**src/tlm_pkg.sv**
```systemverilog
package tlm_pkg;

  // ==========================================================================
  // Temperature (1 degC per count, signed 9-bit)
  localparam logic [8:0] TEMP_TRIP_DEFAULT  = 9'h091;   // 145 degC
  localparam logic [8:0] TEMP_HYST          = 9'h019;   // 25 degC

  // ==========================================================================
  // Over-temperature responses
  typedef enum logic [1:0] {
    TLM_OT_IGNORE  = 2'h0,
    TLM_OT_INHIBIT = 2'h1,
    TLM_OT_LATCH   = 2'h2
  } tlm_ot_resp_t;

  // ==========================================================================
  // Register map (word offsets on the plain port)
  localparam logic [3:0] REG_CTRL     = 4'h0;  // [1:0] response, [2] light-load enable
  localparam logic [3:0] REG_OT_LIMIT = 4'h1;  // [8:0] trip threshold
  localparam logic [3:0] REG_TEMP     = 4'h2;  // [8:0] die temperature, read only
  localparam logic [3:0] REG_STATUS   = 4'h3;  // state flags, read only
  localparam logic [3:0] REG_CAL      = 4'h4;  // [7:0] calibration code, read only
  localparam logic [3:0] REG_CLEAR    = 4'h5;  // write: clear latched shutdown

  localparam int CTRL_RESP_LSB = 0;
  localparam int CTRL_LL_BIT   = 2;
  localparam logic [1:0] CTRL_RESP_RESET = 2'h1;

  // ==========================================================================
  // Light-load counts
  localparam logic [3:0] ZC_ENTER_COUNT = 4'h8;
  localparam logic [1:0] ZC_EXIT_COUNT  = 2'h3;

  // ==========================================================================
  // Timing
  localparam int CLK_MHZ      = 200;
  localparam int PULSE_NS     = 100;   // constant on-time pulse width
  localparam int PULSE_CYCLES = (PULSE_NS * CLK_MHZ) / 1000;
  localparam int CAL_DLY_NS   = 1000;  // delay after reference ramp
  localparam int CAL_CYCLES   = (CAL_DLY_NS * CLK_MHZ + 999) / 1000;

  // ==========================================================================
  // Light-load state machine
  typedef enum logic [4:0] {
    TLM_PWM   = 5'h01,
    TLM_PULSE = 5'h02,
    TLM_LOW   = 5'h04,
    TLM_IDLE  = 5'h08,
    TLM_WAIT  = 5'h10
  } tlm_state_t;

endpackage

```
**src/tlm_core.sv**
```systemverilog
`timescale 1ns/10ps
`default_nettype none

module tlm_core #(
  parameter int TW = 9,   // Temperature width
  parameter int CW = 8    // Calibration code width
) (
  input  wire logic          clk,
  input  wire logic          rst_n,
  // Register port
  input  wire logic [3:0]    reg_addr,
  input  wire logic [31:0]   reg_wdata,
  input  wire logic          reg_wr,
  input  wire logic          reg_rd,
  output logic      [31:0]   reg_rdata,
  // Sensors and mode inputs
  input  wire logic [TW-1:0] die_temp,
  input  wire logic          analog_mode,
  input  wire logic          mode_pin_above_4v,
  input  wire logic          power_input_voltage_below_4v7,
  input  wire logic          track_sel_n,
  input  wire logic          cycle_start,
  input  wire logic          zero_cross,
  input  wire logic          il_positive,
  input  wire logic          vsns_below_ref,
  input  wire logic          vout_below_95pct,
  input  wire logic          ref_ramp_done,
  input  wire logic          vout_cmd_new,
  input  wire logic [CW-1:0] comp_code,
  input  wire logic          pwm_req,
  // Outputs
  output logic               conv_enable,
  output logic               feed_forward_en,
  output logic               high_side_drive,
  output logic               low_side_drive,
  output logic [CW-1:0]      cal_dac_code,
  output logic               adaptive_on_time_mode
);

  // ==========================================================================
  // Pin synchronisers
  localparam int SW = 10;
  logic [SW-1:0] pins_s;  // Synchronised pin levels

  tlm_sync #(.W(SW)) u_sync (
    .clk   (clk),
    .rst_n (rst_n),
    .din   ({mode_pin_above_4v, power_input_voltage_below_4v7, track_sel_n, cycle_start,
             zero_cross, il_positive, vsns_below_ref, vout_below_95pct,
             ref_ramp_done, vout_cmd_new}),
    .dout  (pins_s)
  );

  logic pin_4v, pin_lowpv, pin_trk_n, pin_cyc, pin_zc, pin_ilp;
  logic pin_below, pin_95, pin_rdone, pin_newv;
  assign {pin_4v, pin_lowpv, pin_trk_n, pin_cyc, pin_zc, pin_ilp,
          pin_below, pin_95, pin_rdone, pin_newv} = pins_s;

  // ==========================================================================
  // Registers and thermal state
  logic [1:0]    resp_q,  resp_d;    // Configured response
  logic          llen_q,  llen_d;    // Light-load command
  logic [TW-1:0] limit_q, limit_d;   // Trip threshold
  logic          inhib_q, inhib_d;   // Inhibit active
  logic          latch_q, latch_d;   // Latched shutdown
  logic [31:0]   rdata_q, rdata_d;   // Read data
  logic [TW-1:0] temp_q,  temp_d;    // Sampled temperature
  logic [1:0]    eff_resp;           // Response in force
  logic          over_trip, below_hyst;
  logic          cal_ok_q, cal_ok_d; // Calibration done
  logic [CW-1:0] cal_q,    cal_d;    // Captured error-amp code
  logic          aot_q;              // Light load active

  // Signed compare helper
  function automatic logic temp_gt(input logic [TW-1:0] a, input logic [TW-1:0] b);
    temp_gt = $signed(a) > $signed(b);
  endfunction

  // Thermal and register next values
  always_comb begin
    resp_d   = resp_q;
    llen_d   = llen_q;
    limit_d  = limit_q;
    temp_d   = die_temp;
    rdata_d  = 32'h00000000;
    eff_resp = analog_mode ? tlm_pkg::TLM_OT_INHIBIT : resp_q;
    over_trip  = temp_gt(temp_q, limit_q);
    below_hyst = !temp_gt(temp_q, TW'(limit_q - tlm_pkg::TEMP_HYST));
    inhib_d  = inhib_q;
    latch_d  = latch_q;
    // Write decode
    if (reg_wr) begin
      unique case (reg_addr)
        tlm_pkg::REG_CTRL: begin
          resp_d = reg_wdata[tlm_pkg::CTRL_RESP_LSB +: 2];
          llen_d = reg_wdata[tlm_pkg::CTRL_LL_BIT];
        end
        tlm_pkg::REG_OT_LIMIT: limit_d = reg_wdata[TW-1:0];
        tlm_pkg::REG_CLEAR: latch_d = 1'b0;
        default: ;
      endcase
    end
    // Inhibit with hysteresis
    if (eff_resp == tlm_pkg::TLM_OT_INHIBIT) begin
      if (over_trip) begin
        inhib_d = 1'b1;
      end else if (below_hyst) begin
        inhib_d = 1'b0;
      end
    end else begin
      inhib_d = 1'b0;
    end
    // Latch wins over clear
    if (eff_resp == tlm_pkg::TLM_OT_LATCH && over_trip) begin
      latch_d = 1'b1;
    end
    // Read decode
    if (reg_rd) begin
      unique case (reg_addr)
        tlm_pkg::REG_CTRL:     rdata_d = {29'h0, llen_q, resp_q};
        tlm_pkg::REG_OT_LIMIT: rdata_d = 32'(signed'(limit_q));
        tlm_pkg::REG_TEMP:     rdata_d = 32'(signed'(temp_q));
        tlm_pkg::REG_STATUS:   rdata_d = {27'h0, cal_ok_q, aot_q, latch_q,
                                          inhib_q, over_trip};
        tlm_pkg::REG_CAL:      rdata_d = 32'(cal_q);
        default:               rdata_d = 32'h00000000;
      endcase
    end
  end

  // ==========================================================================
  // Light-load state
  tlm_pkg::tlm_state_t st_q, st_d;
  logic [3:0]    zc_q,   zc_d;     // Consecutive crossings
  logic [1:0]    lowc_q, lowc_d;   // Crossings below reference
  logic          zc_seen_q, zc_seen_d;
  logic          cyc_q;            // Previous cycle level
  logic          zc_prev_q;        // Previous crossing level
  logic [7:0]    ton_q,  ton_d;    // Pulse timer
  logic [7:0]    caldly_q, caldly_d;
  logic          ll_allow, cyc_edge, zc_edge, exit_req;

  localparam logic [7:0] TON = 8'(tlm_pkg::PULSE_CYCLES);
  localparam logic [7:0] CDL = 8'(tlm_pkg::CAL_CYCLES);

  // Light-load next values
  always_comb begin
    st_d      = st_q;
    zc_d      = zc_q;
    lowc_d    = lowc_q;
    zc_seen_d = zc_seen_q;
    ton_d     = ton_q;
    cal_ok_d  = cal_ok_q;
    cal_d     = cal_q;
    caldly_d  = caldly_q;
    cyc_edge  = pin_cyc && !cyc_q;
    zc_edge   = pin_zc && !zc_prev_q;
    ll_allow  = (analog_mode ? pin_4v : llen_q)
                && pin_trk_n
                && cal_ok_q;
    // Calibration after ramp completes
    if (pin_newv || !pin_rdone) begin
      cal_ok_d = 1'b0;
      caldly_d = 8'h00;
    end else if (!cal_ok_q) begin
      if (caldly_q == CDL) begin
        cal_d    = comp_code;
        cal_ok_d = 1'b1;
      end else begin
        caldly_d = caldly_q + 8'h01;
      end
    end
    exit_req = pin_95 || !ll_allow;
    unique case (st_q)
      tlm_pkg::TLM_PWM: begin
        lowc_d = 2'h0;
        if (zc_edge) zc_seen_d = 1'b1;
        if (cyc_edge) begin
          zc_seen_d = 1'b0;
          if (!zc_seen_q && !zc_edge) begin
            zc_d = 4'h0;
          end else if (zc_q == tlm_pkg::ZC_ENTER_COUNT - 4'h1) begin
            zc_d = 4'h0;
            // No entry while sagging, else a one-cycle glitch
            if (!exit_req) st_d = tlm_pkg::TLM_IDLE;
          end else begin
            zc_d = zc_q + 4'h1;
          end
        end
      end
      tlm_pkg::TLM_PULSE: begin
        if (ton_q == TON) begin
          st_d = tlm_pkg::TLM_LOW;
        end else begin
          ton_d = ton_q + 8'h01;
        end
      end
      tlm_pkg::TLM_LOW: begin
        if (zc_edge || !pin_ilp) begin
          st_d = tlm_pkg::TLM_IDLE;
          if (pin_below) begin
            if (lowc_q == tlm_pkg::ZC_EXIT_COUNT - 2'h1) begin
              st_d = tlm_pkg::TLM_PWM;
            end
            lowc_d = lowc_q + 2'h1;
          end else begin
            lowc_d = 2'h0;
          end
        end
      end
      tlm_pkg::TLM_IDLE: begin
        if (pin_below) begin
          st_d = pin_ilp ? tlm_pkg::TLM_WAIT : tlm_pkg::TLM_PULSE;
          ton_d = 8'h00;
        end
      end
      tlm_pkg::TLM_WAIT: begin
        if (!pin_ilp) begin
          st_d  = tlm_pkg::TLM_PULSE;
          ton_d = 8'h00;
        end
      end
      default: st_d = tlm_pkg::TLM_PWM;
    endcase
    if (st_q != tlm_pkg::TLM_PWM && exit_req) begin
      st_d = tlm_pkg::TLM_PWM;
      zc_d = 4'h0;
    end
  end

  // ==========================================================================
  // Register stage
  always_ff @(posedge clk) begin
    if (!rst_n) begin
      resp_q    <= tlm_pkg::CTRL_RESP_RESET;
      llen_q    <= 1'b0;
      limit_q   <= tlm_pkg::TEMP_TRIP_DEFAULT;
      inhib_q   <= 1'b0;
      latch_q   <= 1'b0;
      rdata_q   <= 32'h00000000;
      temp_q    <= '0;
      st_q      <= tlm_pkg::TLM_PWM;
      zc_q      <= 4'h0;
      lowc_q    <= 2'h0;
      zc_seen_q <= 1'b0;
      cyc_q     <= 1'b0;
      zc_prev_q <= 1'b0;
      ton_q     <= 8'h00;
      cal_ok_q  <= 1'b0;
      cal_q     <= '0;
      caldly_q  <= 8'h00;
      aot_q     <= 1'b0;
    end else begin
      resp_q    <= resp_d;
      llen_q    <= llen_d;
      limit_q   <= limit_d;
      inhib_q   <= inhib_d;
      latch_q   <= latch_d;
      rdata_q   <= rdata_d;
      temp_q    <= temp_d;
      st_q      <= st_d;
      zc_q      <= zc_d;
      lowc_q    <= lowc_d;
      zc_seen_q <= zc_seen_d;
      cyc_q     <= pin_cyc;
      zc_prev_q <= pin_zc;
      ton_q     <= ton_d;
      cal_ok_q  <= cal_ok_d;
      cal_q     <= cal_d;
      caldly_q  <= caldly_d;
      aot_q     <= (st_d != tlm_pkg::TLM_PWM);
    end
  end

  // ==========================================================================
  // Outputs
  assign reg_rdata             = rdata_q;
  assign conv_enable           = !inhib_q && !latch_q;
  assign feed_forward_en       = !pin_lowpv;
  assign cal_dac_code          = cal_q;
  assign adaptive_on_time_mode = aot_q;
  // Drives: PWM passes through, light load uses pulse/low phases
  assign high_side_drive = conv_enable &&
                           (aot_q ? (st_q == tlm_pkg::TLM_PULSE) : pwm_req);
  assign low_side_drive  = conv_enable &&
                           (aot_q ? (st_q == tlm_pkg::TLM_LOW) : !pwm_req);

endmodule

`default_nettype wire

```
**src/tlm_sync.sv**
```systemverilog
`timescale 1ns/10ps
`default_nettype none

// ============================================================================
// Two-flop synchroniser for a bus of pin levels
module tlm_sync #(
  parameter int W = 1
) (
  input  wire logic         clk,
  input  wire logic         rst_n,
  input  wire logic [W-1:0] din,
  output logic      [W-1:0] dout
);

  logic [W-1:0] meta_q;  // First stage, read only by second
  logic [W-1:0] meta_d;
  logic [W-1:0] sync_q;  // Second stage
  logic [W-1:0] sync_d;

  // Next values
  always_comb begin
    meta_d = din;
    sync_d = meta_q;
  end

  // Registers
  always_ff @(posedge clk) begin
    if (!rst_n) begin
      meta_q <= '0;
      sync_q <= '0;
    end else begin
      meta_q <= meta_d;
      sync_q <= sync_d;
    end
  end

  assign dout = sync_q;

endmodule

`default_nettype wire

```
**config.mk**
```make
export PLATFORM = sky130hd
export DESIGN_NAME = tlm_core
export DESIGN_NICKNAME = d
export VERILOG_FILES = /design/src/tlm_pkg.sv /design/src/tlm_core.sv /design/src/tlm_sync.sv
export SDC_FILE = /design/constraint.sdc
export NUM_CORES = 1
export LEC_CHECK = 0
export BUFFER_PORTS_ARGS = -buffer_cell sky130_fd_sc_hd__buf_2
export CAP_MARGIN = 30
export CORE_ASPECT_RATIO = 1.5
export CORE_UTILIZATION = 45
export DETAILED_ROUTE_END_ITERATION = 6
export PLACE_DENSITY = 0.75
export SLEW_MARGIN = 40
export SYNTH_ARGS = -nofsm -noshare
export SYNTH_HDL_FRONTEND = slang
export SYNTH_HIERARCHICAL = 1
export SYNTH_SLANG_ARGS = --single-unit
```
**constraint.sdc**
```tcl
create_clock -name clk -period 6.34 [get_ports clk]
set_input_delay 0.317 -clock clk [delete_from_list [all_inputs] [get_ports clk]]
set_output_delay 0.317 -clock clk [all_outputs]
set_load 0.01 [all_outputs]
```
After elaboration in Yosys (flattened, before gate mapping)
Cells that the tools add are included.

cells by class
  add/sub/neg operators = 5
  multiply operators = 0
  divide/modulo/power cells = 0
  order comparisons = 2
  eq/ne operators = 23
  shifts and indexed selects = 0
  mux-type cells = 36
  bitwise operators = 4
  reductions and logical operators = 43

operators by type and width
  cell                                                   number
  case mux 32 bit (5 select lines)                       1
  two-way mux 5 bit                                      10
  case mux 5 bit (5 select lines)                        1
  two-way mux 8 bit                                      3
  case mux 8 bit (3 select lines)                        1
  > comparator 9 bit                                     2
  AND reduction 2 bit                                    9
  adder 8 x 1 -> 8 bit, second input constant            2
  two-way mux 4 bit                                      4
  equality test 4 x 3 -> 1 bit, second input constant    3
  two-way mux 1 bit                                      12
  logical NOT 1 bit                                      11
  logical AND 1 bit                                      10
  inequality test 5 x 1 -> 1 bit, second input constant  2
  subtractor 9 x 5 -> 9 bit, second input constant       1
  equality test 4 x 2 -> 1 bit, second input constant    2
  equality test 8 x 5 -> 1 bit, second input constant    1
  equality test 8 bit, second input constant             1
  inequality test 2 bit, second input constant           4
  nonzero test 2 bit                                     4
  two-way mux 2 bit                                      3
  equality test 5 x 1 -> 1 bit, second input constant    1
  equality test 5 x 2 -> 1 bit, second input constant    1
  equality test 5 x 3 -> 1 bit, second input constant    1
  other kinds (16)                                       23

storage, ports and cells
  bits in registers = 115
  latch bits = 0
  bits in writable memories = 0
  ROM bits = 0
  input port bits = 69
  output and inout port bits = 45
  logic and storage cells = 133
  memories = 0

Logic depth before layout (Yosys ltp)
  depth after elaboration = 12
  mapped depth = 12
  depth with buffers taken out = 12

Modules after synthesis
Netlist, hierarchy kept.

by module, submodules not included
  module    instances  cells each  area each (um^2)  seq. area each (um^2)
  tlm_core  1          455         3962.6            1441.4
  tlm_sync  1          42          561.8             400.4

Worst setup path after synthesis
No wires, ideal clock.

  path kind = register to register
  start = register ton_q[0]
  end = register ton_q[3]
  setup time = 0.122 ns
  data arrival time = 1.989 ns
  required time = 6.218 ns
  slack = 4.229 ns
  stages on the path, launching flop included = 9
  buffers on the path = 1
  clock period less this slack = 2.111 ns
  cell sequence = dfxtp_1 -> inv_1 -> ha_1 -> or4b_2 -> or4_1 -> buf_6 -> nand4_1 -> xor2_1 -> nor2_1

between the ends
  word-level cells in the longest chain between the ends = 3
  elaborated cells on any way between the ends = 6
  those cells by class = add/sub: 1; eq/ne: 2; mux: 2; reduce/logical: 1

ends and longest elaborated chain
  item                                                                           line                              source
  from (decl)                                                                    tlm_core.sv:139                   logic [7:0] ton_q, ton_d;
  from (signal assigned)                                                         tlm_core.sv:267                   ton_q <= ton_d;
  adder 8 x 1 -> 8 bit / equality test 8 x 5 -> 1 bit (equally long branches)    tlm_core.sv:195, tlm_core.sv:192
  two-way mux 8 bit / inequality test 2 bit (equally long branches)              -
  case mux 8 bit (3 select lines) / AND reduction 4 bit (equally long branches)  -

Parallel ways exist; a longest one is shown, timed or not. The select of a mux whose other input is x is not followed.
A chain may end at the register's enable or synchronous reset.

Worst setup path after layout
Same ends and word-level chain as after synthesis.

==> metrics.md <==
| Metric | Value |
|---|---|
| Multi-input logic area | 2360 um2 |
| PortBufs | 90 |
| DR pass1 iterations | 7 |
| Syn Inst Count | 497 |
| Core area | 9740 um2 |
| Placed cell areas | 4890 um2 |
| DIE WIDTH | 83.9 um |
| Post-synth ARST share | 0% |
| Die area | 10500 um2 |
| Reg clk slew, reported paths | 0.06 ns |
| Top-count cell post-synth | dfxtp_1 |
| Synth-to-layout area growth | 15.6% |
| Setup Buffers After CTS | 0 |
| Final WL | 9920 um |
| DRT antenna net count | 0 |
| Primary FF master, synth | dfxtp_1 |
| Post-synth top area cell | dfxtp_1 |
| First-pass GRT wire length | 16800 um |
| Synth Register Bits | 92 |
| Total chip power | 1.27 mW |
| CP max stage cell | or4_1 |
| Reg area | 1840 um2 |
| Number of I/O pins | 114 |
| Hold_ws | 0.185 ns |
| WP buf/inv | 1 |
| RSZ-0062 raised after global routing | no |
| CTS root buffer | clkbuf_16 |
| DIE HEIGHT | 125 um |
| Fillers | 878 |
| Rows | 44 |
| Fmax | 421 MHz |
| CP cell instances | inv_1 > ha_1 > or4b_2 > or4_1 > nand4_1 > xor2_1 > nor2_1 |
| Sequential area share after synthesis | 40.7% |
| Dpl hpwl | 7410 um |
| Crit-path max cell delay | 0.68 ns |
| Total grt overflow | 0 |
| H-tree depth | 3 |
| Critical Path Fanout Max | 8 |
| Leak | 2.28 nW |
| Pin count of the biggest net entering global routing | 63 |
| Crit. End Element | flip-flop |
| Failing checks | design-rule violations |
| Hold Crit Class | in -> reg |
| Placed instance count | 666 |
| Clk_skew | 0.00762 ns |
| Slew margin rel. | 50.8% |
| CP top delay family | simple AND/OR/NAND/NOR gates |
| Hold Buf Count CTS | 0 |
| Critical path arrival | 2.59 ns |
| Post-Layout Cell Count | 681 |
| Warnings, synthesis | 6 |
| Gpl congestion | 0.845 |
| TritonCTS clock tree | done |
| Peak supply drop | 0.000177 V |
| Synth Area per Inst | 9.10 um2 |
| Final worst path period need | 2.38 ns |
| CP Data Required Time | 6.55 ns |
| Kind of critical path | reg -> reg |
| ANT cells | 0 |
| Final Hold Fails | 0 |
| Worst reg2reg setup slack | 3.96 ns |
| Top cells by count, synth | dfxtp_1 (92), nand2_1 (41), nor2_1 (33) |
| Vias in the first global route | 3629 |
| Starting Density | 46.4% |
| Worst setup SP type | flip-flop |
| Tot GR Track Use | 19.9% |
| Clk buf depth | 2 |
| Final worst path period share | 37.5% |
| Slew Viols, Final | 0 |
| Cell area after synthesis | 4520 um2 |
| Synth area leaders | dfxtp_1 (41%), ha_1 (6.9%), buf_4 (3.8%) |
| MaxCap Viol Count | 0 |
| Initial antenna violation count | 0 |
| Post-synth cell types | 57 |
| Residual DRC | 20 |
| CTS Sinks | 92 |
| DRT iter0 DRCs | 262 |
| Post-synth EDFFs | 0 |
| Power per standard cell area | 244 nW/um2 |
| Status | finished, violations left |
| Clk Latency, worst-skew pair | 0.33 ns |
| TritonCTS buffer count | 9 |
| Least-Margin Pin Slew | 0.737 ns |
| Routed vias/inst | 5.53 |
| Share of cells above drive strength 1 | 23.1% |
| Via count | 3766 |
| Final Cell Area | 5230 um2 |
| Setup TNS | 0 ns |
| Gates resized, CTS repair | 0 |
| Syn nets | 591 |
| Count of final setup violators | 0 |
| Routed len/inst | 14.6 um |
| Final #Nets | 656 |
| Yosys top cell area share | 40.7% |
==> registers in the layout, indices dropped and copies added (netlist names), 4 cells and up <==
signal,count
reg_rdata,9
ton_q,8
u_sync/meta_q,10
limit_q,9
cal_dac_code,8
zc_q,4
caldly_q,8
u_sync/dout,10
st_q,5
temp_q,9
==> metal layers <==
metal | up-vias | part of all wire (%) | global-route usage [%]
li1 | 1855 | - | -
met1 | 1770 | 41 | 22.7
met3 | 21 | 5.4 | 3.38
met4 | 0 | 2.2 | 9.43
met5 | - | 0 | 0
met2 | 120 | 51 | 35.6
==> area by class of cell <==
cell class / count / area share, %
Clock buffer: 9 / 4.31
Clock inverter: 6 / 2.18
Inverter: 22 / 1.58
Multi-Input combinational cell: 346 / 45.2
Sequential cell: 92 / 35.2
Tap cell: 115 / 2.75
Timing Repair Buffer: 91 / 8.81
==> worst register-to-register path: stages, from the launching register on <==
cell and delay (ns):
dfxtp_1 0.35, inv_1 0.10, ha_1 0.15, or4b_2 0.59, or4_1 0.68, nand4_1 0.16
xor2_1 0.18, nor2_1 0.05
==> where the power goes <==
group / total [mW] / internal [mW] / switching, mW
clock network: 0.597 / 0.383 / 0.214
registers: 0.599 / 0.590 / 0.00881
logic: 0.0772 / 0.0362 / 0.0409
total: 1.27 / 1.01 / 0.264
==> worst paths after layout <==
kind / startpoint / endpoint / cells past startpoint
worst max register to register: ton_q[0] / ton_q[3] / 7
worst max-delay path: ton_q[0] / ton_q[3] / 7
worst min register to register: u_sync/meta_q[7] / u_sync/dout[7] / 1
worst min-delay path: vout_cmd_new / u_sync/meta_q[0] / 2
==> metrics by stage <==
stage               setup WS (ns)  utilization [%]
floorplan                    4.23                -
global placement             4.03             50.0
detailed placement           3.99             50.2
CTS                          3.97             53.6
global route                 3.82             53.7
finish                       3.96             53.7
==> cells in the final DEF, fill, tap and decap left out, drive strengths merged, types with 4 or more instances in the layout <==
master	count
a21boi	12
a21o	4
a21oi	17
a222oi	8
a22oi	5
and2	34
and3	5
buf	91
clkbuf	9
dfxtp	92
ha	25
inv	22
mux2i	12
nand2	41
nand2b	4
nand3	29
nand4	13
nor2	33
nor2b	18
nor3	17
o21ai	11
xnor2	9
xor2	11
==> logic make-up after synthesis <==
group           share of synthesized area, %
simple gates                            26.6
flops                                   40.7
compound gates                          11.9
buf+inv                                 7.36
fa+ha+maj                               6.91
xor+xnor                                3.87
mux                                     2.65
Note: power is estimated with default switching activity, not from simulation.
